<file path="src/rtl/udma_rx_pkg.sv">
// constants for the ultra dma receive error/status block
// assumes a single 100 MHz clock domain
package udma_rx_pkg;
  localparam int unsigned CLK_MHZ = 100;
  localparam logic [15:0] FIFO_WRITE_POINTER_LOW_ADDR = 16'hf0eb;
  localparam logic [15:0] FIFO_WRITE_POINTER_HIGH_ADDR = 16'hf0ec;
  localparam logic [15:0] ERROR_STATUS_ADDR = 16'hf0e0;
  localparam logic [15:0] EXCESS_WORD_COUNT_ADDR = 16'hf0e1;
  localparam logic [15:0] CONFIG_ADDR = 16'hf0e2;
  localparam int unsigned AUX_OVERFLOW_BIT = 4;
  localparam int unsigned SYNC_OVERRUN_BIT = 5;
  localparam int unsigned EXCESS_RECEIVE_BIT = 6;
  localparam int unsigned SOFT_RESET_BIT = 0;
  localparam int unsigned TRANSFER_START_BIT = 1;
  localparam int unsigned AUX_BUFFER_BYTES = 6;
  localparam int unsigned PTR_W = 14;
  localparam int unsigned COUNT_W = 14;
  localparam logic [7:0] BYTE_RESET = 8'h00;
  localparam logic [13:0] PTR_RESET = 14'h0000;
endpackage

</file>
<file path="src/rtl/word_skid_buffer.sv">
// two-entry valid/ready buffer in the sector fifo write path
// assumes source and sink share clk
`timescale 1ns/1ps
module word_skid_buffer
  import udma_rx_pkg::*;
(
  // clock and reset
  input wire logic clk,
  input wire logic rst_n,
  // filling side
  input wire logic in_valid,
  output logic in_ready,
  input wire logic [15:0] in_data,
  // draining side
  output logic out_valid,
  input wire logic out_ready,
  output logic [15:0] out_data
);
  logic [15:0] mem_reg [2];
  logic rd_reg;
  logic wr_reg;
  logic [1:0] count_reg;

  assign in_ready = (count_reg != 2'd2);
  assign out_valid = (count_reg != 2'd0);
  assign out_data = mem_reg[rd_reg];

  always_ff @(posedge clk) begin
    if (!rst_n) begin
      rd_reg <= 1'b0;
      wr_reg <= 1'b0;
      count_reg <= 2'd0;
    end else begin
      if (in_valid && in_ready) begin
        mem_reg[wr_reg] <= in_data;
        wr_reg <= ~wr_reg;
      end
      if (out_valid && out_ready) begin
        rd_reg <= ~rd_reg;
      end
      count_reg <= count_reg + 2'(in_valid && in_ready) - 2'(out_valid && out_ready);
    end
  end
endmodule

</file>
<file path="src/rtl/udma_rx_error_status.sv">
// error flags, excess word count and fifo write pointer for udma receive
// assumes the transfer engine supplies per-word strobes on clk
// Functional notes
// a one written to soft reset or transfer start clears the aux buffer overflow flag.
// in udma reads a sync buffer overrun sets status bit 5.
// soft reset or transfer start clears the sync buffer overrun flag.
// in udma reads a word after the expected count sets status bit 6.
// excess data is counted in 2-byte words in a readable count register.
// excess words are dropped and never written to the sector fifo.
// excess words still feed the running udma crc until the burst ends.
// a drive that stopped at termination may see no crc error for that burst.
// the low byte of the fifo write pointer is a read-only byte resetting to 00h.
// more than six bytes pushed into the aux buffer sets the overflow flag.
// the write pointer is 14 bits, upper six bits in a companion byte.
// flags stay set until cleared and reads do not change them.
`timescale 1ns/1ps
module udma_rx_error_status
  import udma_rx_pkg::*;
(
  // clock and reset
  input wire logic clk,
  input wire logic rst_n,
  // xdata register port
  input wire logic [15:0] xaddr,
  input wire logic xwr,
  input wire logic xrd,
  input wire logic [7:0] xwdata,
  output logic [7:0] xrdata,
  // transfer engine events
  input wire logic udma_read_mode,
  input wire logic sync_overrun_evt,
  input wire logic aux_push_valid,
  input wire logic [2:0] aux_push_bytes,
  input wire logic aux_pop,
  input wire logic expected_done,
  input wire logic burst_end,
  // received words from the link
  input wire logic rx_valid,
  input wire logic [15:0] rx_data,
  output logic rx_ready,
  // sector fifo write side
  output logic fifo_valid,
  input wire logic fifo_ready,
  output logic [15:0] fifo_data,
  // crc feed
  output logic crc_valid,
  output logic [15:0] crc_data,
  // control out
  output logic soft_reset_pulse,
  output logic transfer_start_ctl
);
  // ****************************************
  // register decode
  // ****************************************
  function automatic logic hit(input logic [15:0] a, input logic [15:0] b);
    hit = (a == b);
  endfunction

  logic clear_cmd;
  logic aux_buffer_overflow_flag_reg;
  logic sync_buffer_overrun_flag_reg;
  logic excess_receive_flag_reg;
  logic [COUNT_W-1:0] excess_word_count_reg;
  logic [PTR_W-1:0] fifo_write_pointer_reg;
  logic [3:0] aux_level_reg;
  logic in_burst_reg;
  logic excess_word;
  logic buf_in_ready;

  assign clear_cmd = xwr && hit(xaddr, CONFIG_ADDR)
    && (xwdata[SOFT_RESET_BIT] || xwdata[TRANSFER_START_BIT]);

  always_ff @(posedge clk) begin
    if (!rst_n) begin
      soft_reset_pulse <= 1'b0;
      transfer_start_ctl <= 1'b0;
    end else begin
      soft_reset_pulse <= xwr && hit(xaddr, CONFIG_ADDR) && xwdata[SOFT_RESET_BIT];
      transfer_start_ctl <= xwr && hit(xaddr, CONFIG_ADDR) && xwdata[TRANSFER_START_BIT];
    end
  end

  // ****************************************
  // error flags
  // ****************************************
  // set wins over clear so an event in the clear cycle is kept
  always_ff @(posedge clk) begin
    if (!rst_n) begin
      aux_level_reg <= 4'd0;
      aux_buffer_overflow_flag_reg <= 1'b0;
    end else begin
      if (clear_cmd) begin
        aux_level_reg <= 4'd0;
      end else if (aux_push_valid) begin
        aux_level_reg <= aux_level_reg + 4'(aux_push_bytes);
      end else if (aux_pop) begin
        aux_level_reg <= 4'd0;
      end
      if (aux_push_valid && (5'(aux_level_reg) + 5'(aux_push_bytes) > 5'(AUX_BUFFER_BYTES))) begin
        aux_buffer_overflow_flag_reg <= 1'b1;
      end else if (clear_cmd) begin
        aux_buffer_overflow_flag_reg <= 1'b0;
      end
    end
  end

  always_ff @(posedge clk) begin
    if (!rst_n) begin
      sync_buffer_overrun_flag_reg <= 1'b0;
    end else if (udma_read_mode && sync_overrun_evt) begin
      sync_buffer_overrun_flag_reg <= 1'b1;
    end else if (clear_cmd) begin
      sync_buffer_overrun_flag_reg <= 1'b0;
    end
  end

  // ****************************************
  // excess receive handling
  // ****************************************
  always_ff @(posedge clk) begin
    if (!rst_n) begin
      in_burst_reg <= 1'b0;
    end else if (clear_cmd || burst_end) begin
      in_burst_reg <= 1'b0;
    end else if (expected_done) begin
      in_burst_reg <= 1'b1;
    end
  end

  assign excess_word = udma_read_mode && in_burst_reg && rx_valid;

  always_ff @(posedge clk) begin
    if (!rst_n) begin
      excess_receive_flag_reg <= 1'b0;
      excess_word_count_reg <= '0;
    end else if (excess_word) begin
      excess_receive_flag_reg <= 1'b1;
      excess_word_count_reg <= excess_word_count_reg + 1'b1;
    end else if (clear_cmd) begin
      excess_receive_flag_reg <= 1'b0;
      excess_word_count_reg <= '0;
    end
  end

  // excess words are always accepted so the drive is never stalled
  assign rx_ready = in_burst_reg ? 1'b1 : buf_in_ready;

  word_skid_buffer u_buf (
    .clk(clk),
    .rst_n(rst_n),
    .in_valid(rx_valid && !in_burst_reg),
    .in_ready(buf_in_ready),
    .in_data(rx_data),
    .out_valid(fifo_valid),
    .out_ready(fifo_ready),
    .out_data(fifo_data)
  );

  // crc sees every accepted word, excess included; R08 follows from this
  always_ff @(posedge clk) begin
    if (!rst_n) begin
      crc_valid <= 1'b0;
      crc_data <= 16'h0000;
    end else begin
      crc_valid <= rx_valid && rx_ready;
      crc_data <= rx_data;
    end
  end

  // ****************************************
  // write pointer
  // ****************************************
  always_ff @(posedge clk) begin
    if (!rst_n) begin
      fifo_write_pointer_reg <= PTR_RESET;
    end else if (fifo_valid && fifo_ready) begin
      fifo_write_pointer_reg <= fifo_write_pointer_reg + 1'b1;
    end
  end

  // ****************************************
  // read mux
  // ****************************************
  always_comb begin
    xrdata = BYTE_RESET;
    if (xrd) begin
      if (hit(xaddr, FIFO_WRITE_POINTER_LOW_ADDR)) begin
        xrdata = fifo_write_pointer_reg[7:0];
      end else if (hit(xaddr, FIFO_WRITE_POINTER_HIGH_ADDR)) begin
        xrdata = {2'b00, fifo_write_pointer_reg[13:8]};
      end else if (hit(xaddr, ERROR_STATUS_ADDR)) begin
        xrdata[AUX_OVERFLOW_BIT] = aux_buffer_overflow_flag_reg;
        xrdata[SYNC_OVERRUN_BIT] = sync_buffer_overrun_flag_reg;
        xrdata[EXCESS_RECEIVE_BIT] = excess_receive_flag_reg;
      end else if (hit(xaddr, EXCESS_WORD_COUNT_ADDR)) begin
        xrdata = excess_word_count_reg[7:0];
      end
    end
  end

  // ****************************************
  // checks
  // ****************************************
  property p_sync_set;
    @(posedge clk) disable iff (!rst_n)
      udma_read_mode && sync_overrun_evt |=> sync_buffer_overrun_flag_reg;
  endproperty
  a_sync_set: assert property (p_sync_set) else $error("sync flag not set");

  property p_sync_clr;
    @(posedge clk) disable iff (!rst_n)
      clear_cmd && !(udma_read_mode && sync_overrun_evt) |=> !sync_buffer_overrun_flag_reg;
  endproperty
  a_sync_clr: assert property (p_sync_clr) else $error("sync flag not cleared");

  property p_aux_clr;
    @(posedge clk) disable iff (!rst_n)
      clear_cmd && !aux_push_valid |=> !aux_buffer_overflow_flag_reg;
  endproperty
  a_aux_clr: assert property (p_aux_clr) else $error("overflow flag not cleared");

  property p_excess_set;
    @(posedge clk) disable iff (!rst_n)
      excess_word |=> excess_receive_flag_reg
        && excess_word_count_reg == $past(excess_word_count_reg) + 1'b1;
  endproperty
  a_excess_set: assert property (p_excess_set) else $error("excess not counted");

  property p_no_fifo;
    @(posedge clk) disable iff (!rst_n)
      in_burst_reg && rx_valid |=> $stable(u_buf.count_reg) || $fell(u_buf.count_reg != 0)
        || u_buf.count_reg < $past(u_buf.count_reg);
  endproperty
  a_no_fifo: assert property (p_no_fifo) else $error("excess word reached fifo");

  property p_crc;
    @(posedge clk) disable iff (!rst_n)
      excess_word |=> crc_valid && crc_data == $past(rx_data);
  endproperty
  a_crc: assert property (p_crc) else $error("excess word missed crc");

  property p_ptr;
    @(posedge clk) disable iff (!rst_n)
      fifo_valid && fifo_ready |=> fifo_write_pointer_reg == $past(fifo_write_pointer_reg) + 1'b1;
  endproperty
  a_ptr: assert property (p_ptr) else $error("pointer did not advance");

  property p_hold;
    @(posedge clk) disable iff (!rst_n)
      sync_buffer_overrun_flag_reg && !clear_cmd |=> sync_buffer_overrun_flag_reg;
  endproperty
  a_hold: assert property (p_hold) else $error("flag dropped without clear");
endmodule

</file>
<file path="config.mk">
export PLATFORM = sky130hd
export DESIGN_NAME = udma_rx_error_status
export DESIGN_NICKNAME = d
export VERILOG_FILES = /design/src/rtl/udma_rx_pkg.sv /design/src/rtl/word_skid_buffer.sv /design/src/rtl/udma_rx_error_status.sv
export SDC_FILE = /design/constraint.sdc
export NUM_CORES = 1
export LEC_CHECK = 0
export ABC_CLOCK_PERIOD_IN_PS = 5400
export BUFFER_PORTS_ARGS = -buffer_cell sky130_fd_sc_hd__buf_2
export CAP_MARGIN = 30
export CORE_ASPECT_RATIO = 0.6
export CORE_MARGIN = 10
export CORE_UTILIZATION = 56
export DETAILED_ROUTE_END_ITERATION = 10
export PLACE_DENSITY = 0.84
export SYNTH_ARGS = -nofsm -noshare
export SYNTH_HDL_FRONTEND = slang
export SYNTH_SLANG_ARGS = --single-unit
</file>
<file path="constraint.sdc">
create_clock -name clk -period 5.4 [get_ports clk]
set_input_delay 1.08 -clock clk [delete_from_list [all_inputs] [get_ports clk]]
set_output_delay 1.08 -clock clk [all_outputs]
set_load 0.05 [all_outputs]
</file>
==> reports/results.txt <==
Hold buffers post-CTS = 0
Max-Cap Viols = 0
Total core area = 6250 µm²
Flop-to-flop setup slack = 3.24 ns
WL final = 8740 µm
Largest net degree at the start of global routing = 31
Number of I/O pins = 100
Vias in the first global route = 2,813
#FFs+latches synth = 86
CP max FO = 8
PortBufs = 93
Post-synthesis sequential area ratio = 0.555
Cell taking the most area after synthesis = dfxtp_1
Cts repair resizes = 0
Die area = 10,300 µm²
Fin. max-slew vios = 0
RSZ-0062 raised after global routing = no
Largest cells by area after synthesis = dfxtp_1 (29%), edfxtp_1 (26%), mux2_2 (4.9%)
GRT met1 Usage = 0.201
Final Non-Filler Cells = 510
DR iter-0 viols = 244
Fill cell count = 453
Multi-input logic area = 1520 µm²
Initial antenna violation count = 0
Syn Nets = 392
M2 GR Usage = 0.273
Mean Syn Cell Area = 11.2 µm²
Routability cong. = 0.864
Floorplan row count = 22
Clock slew at reported path FFs = 0.08 ns
P&R area growth vs syn = 19.2%
Slew HR = 0.494
WL/cell = 17.1 µm
PwrDens = 364 nW/µm²
CP Cell Sequence = buf_2 > or4_1 > nor3_1 > nand2_1 > nor2_1 > buf_2
CTS tree = built
Initial core utilization = 0.589
Critical Path End Type = output pin
Hold Path Class = reg -> reg
GRT Residual Overflow = 0
Cell count after placement = 494
Primary FF master, synth = dfxtp_1
Clock root buffer = clkbuf_8
Die X = 125 µm
Critical Path Max Stage Delay = 0.54 ns
Via count = 2,815
Status = finished, final reports clean
Post-route ant nets = 0
Worst EP arrival = 2.71 ns
Clk_skew = 0.00767 ns
First-pass GRT wire length = 13,900 µm
Critical Setup Path Class = in -> out
Pre-antenna DRT Iters = 5
Maximum VDD drop = 0.274 mV
Max reg flops = 32
Clock Path Buffers = 2
Met3 global-route usage = 0.0742
FMAX = 0.264 GHz
Synthesis Warnings = 0
Detailed placement HPWL = 6500 µm
FF+latch area = 2040 µm²
Mapped cell area = 3680 µm²
Clock buffer count from CTS = 9
Final Util = 0.701
Final worst-path cycle share = 0.703
EDFF count, synth = 32
Clk_lat worst skew = 0.36 ns
Post-CTS Setup Bufs = 0
Post-route DRC = 0
Worst path slowest cell = or4_1
Mapped Cells = 329
H-tree depth = 3
Die Ht = 82.8 µm
Lkg Pwr = 0.00174 µW
Asr flop ratio synth = 0
CTS Sinks = 86
Post-synth top area share = 0.294
Gr busiest metal = met2
Fin nets = 484
Min Tclk post-route = 3.79 ns
Final hold viol count = 0
Global Route Usage Sum = 0.169
Final count of negative-setup-slack endpoints = 0
Worst Setup Start Kind = primary input
Cell mode on critical path = buf_2
Worst EP required = 4.32 ns
Fraction of final layout cells sized beyond drive strength 1 = 0.322
Setup_tns = 0 ns
Antenna fix cells = 0
Via density = 5.52
Least-Margin Pin Slew = 0.759 ns
Yosys cell types = 53
[metal layers]
| layer | wire [µm] | up-vias |
|---|---|---|
| met5 | 0 | - |
| met4 | 102 | 0 |
| met3 | 721 | 12 |
| met2 | 4160 | 86 |
| met1 | 3760 | 1346 |
| li1 | - | 1371 |
[synth_stat cells, types with 4 or more instances]
master,count
nor4_1,5
ha_1,7
a21oi_1,9
nor3_1,5
nor2_1,35
and2_1,19
nand3_1,8
nand4_1,10
inv_1,13
a222oi_1,4
nand2_1,16
dfxtp_1,54
xor2_1,10
edfxtp_1,32
xnor2_1,8
and3_1,6
clkbuf_1,9
nor3b_1,6
mux2_2,16
[stage by stage]
step / cell area, µm² / setup slack [ns] / total power, µW / hold slack (ns)
after global routing: 4380 / 1.50 / 1670 / 0.497
after global placement: 4190 / 1.69 / 1160 / 0.452
final: 4380 / 1.61 / 1600 / 0.465
after CTS: 4380 / 1.62 / 1610 / 0.466
after detailed placement: 4190 / 1.63 / 1170 / 0.453
after floorplan: 3680 / 1.62 / 1070 / 0.431
[report_power, final]
part | leakage [µW] | internal (µW) | switching [µW]
registers | 0.000734 | 720 | 42.8
logic | 0.000904 | 127 | 265
clock network | 0.000103 | 223 | 218
[logic make-up after synthesis]
kind of cell,synth area share
xor+xnor,0.0429
compound gates,0.0827
flops,0.555
mux,0.0572
buf+inv,0.0320
fa+ha+maj,0.0293
simple gates,0.201
[placed cells by master (no fill, tap or decap), types with 2 or more instances in the layout]
master,instances
clkinv_2,4
nor3_1,5
edfxtp_1,32
and3_1,6
dfxtp_1,54
nor3b_1,6
and2_1,19
mux2i_1,3
inv_1,13
or2_2,3
a32oi_1,2
buf_2,93
nand4_1,10
xnor2_1,8
a21oi_1,9
nor4_1,5
clkbuf_8,10
a31oi_1,3
nor2b_1,3
nand3_1,8
ha_1,7
nor2_1,35
nand2b_1,2
o31ai_2,2
mux2_2,16
a222oi_1,4
o21ai_1,2
or4_1,3
o31ai_1,3
nand4b_1,2
nand2_1,16
and4_1,3
o22ai_1,2
xor2_1,10
o21ai_2,2
o211a_1,2
[layout make-up]
cell class                 count  share of cell area
sequential                    86               0.466
multi-input combinational    216               0.346
timing repair buffer          94               0.108
clock buffer                  11              0.0323
tap                           84              0.0240
inverter                      14              0.0120
clock inverter                 5              0.0114
[worst paths after layout]
path | from | end | cells after the start
max | xaddr[9] | xrdata[6] | 6
min reg2reg | excess_receive_flag_reg | excess_receive_flag_reg | 2
min | excess_receive_flag_reg | excess_receive_flag_reg | 2
max reg2reg | u_buf.count_reg[1] | u_buf.mem_reg[1][14] | 3
[worst max-delay path: cells and delay by family]
family,cells,cell delay (ns)
AND/OR/NAND/NOR,4,1.25
buffers and inverters,2,0.37
Note: power is estimated with default switching activity, not from simulation.
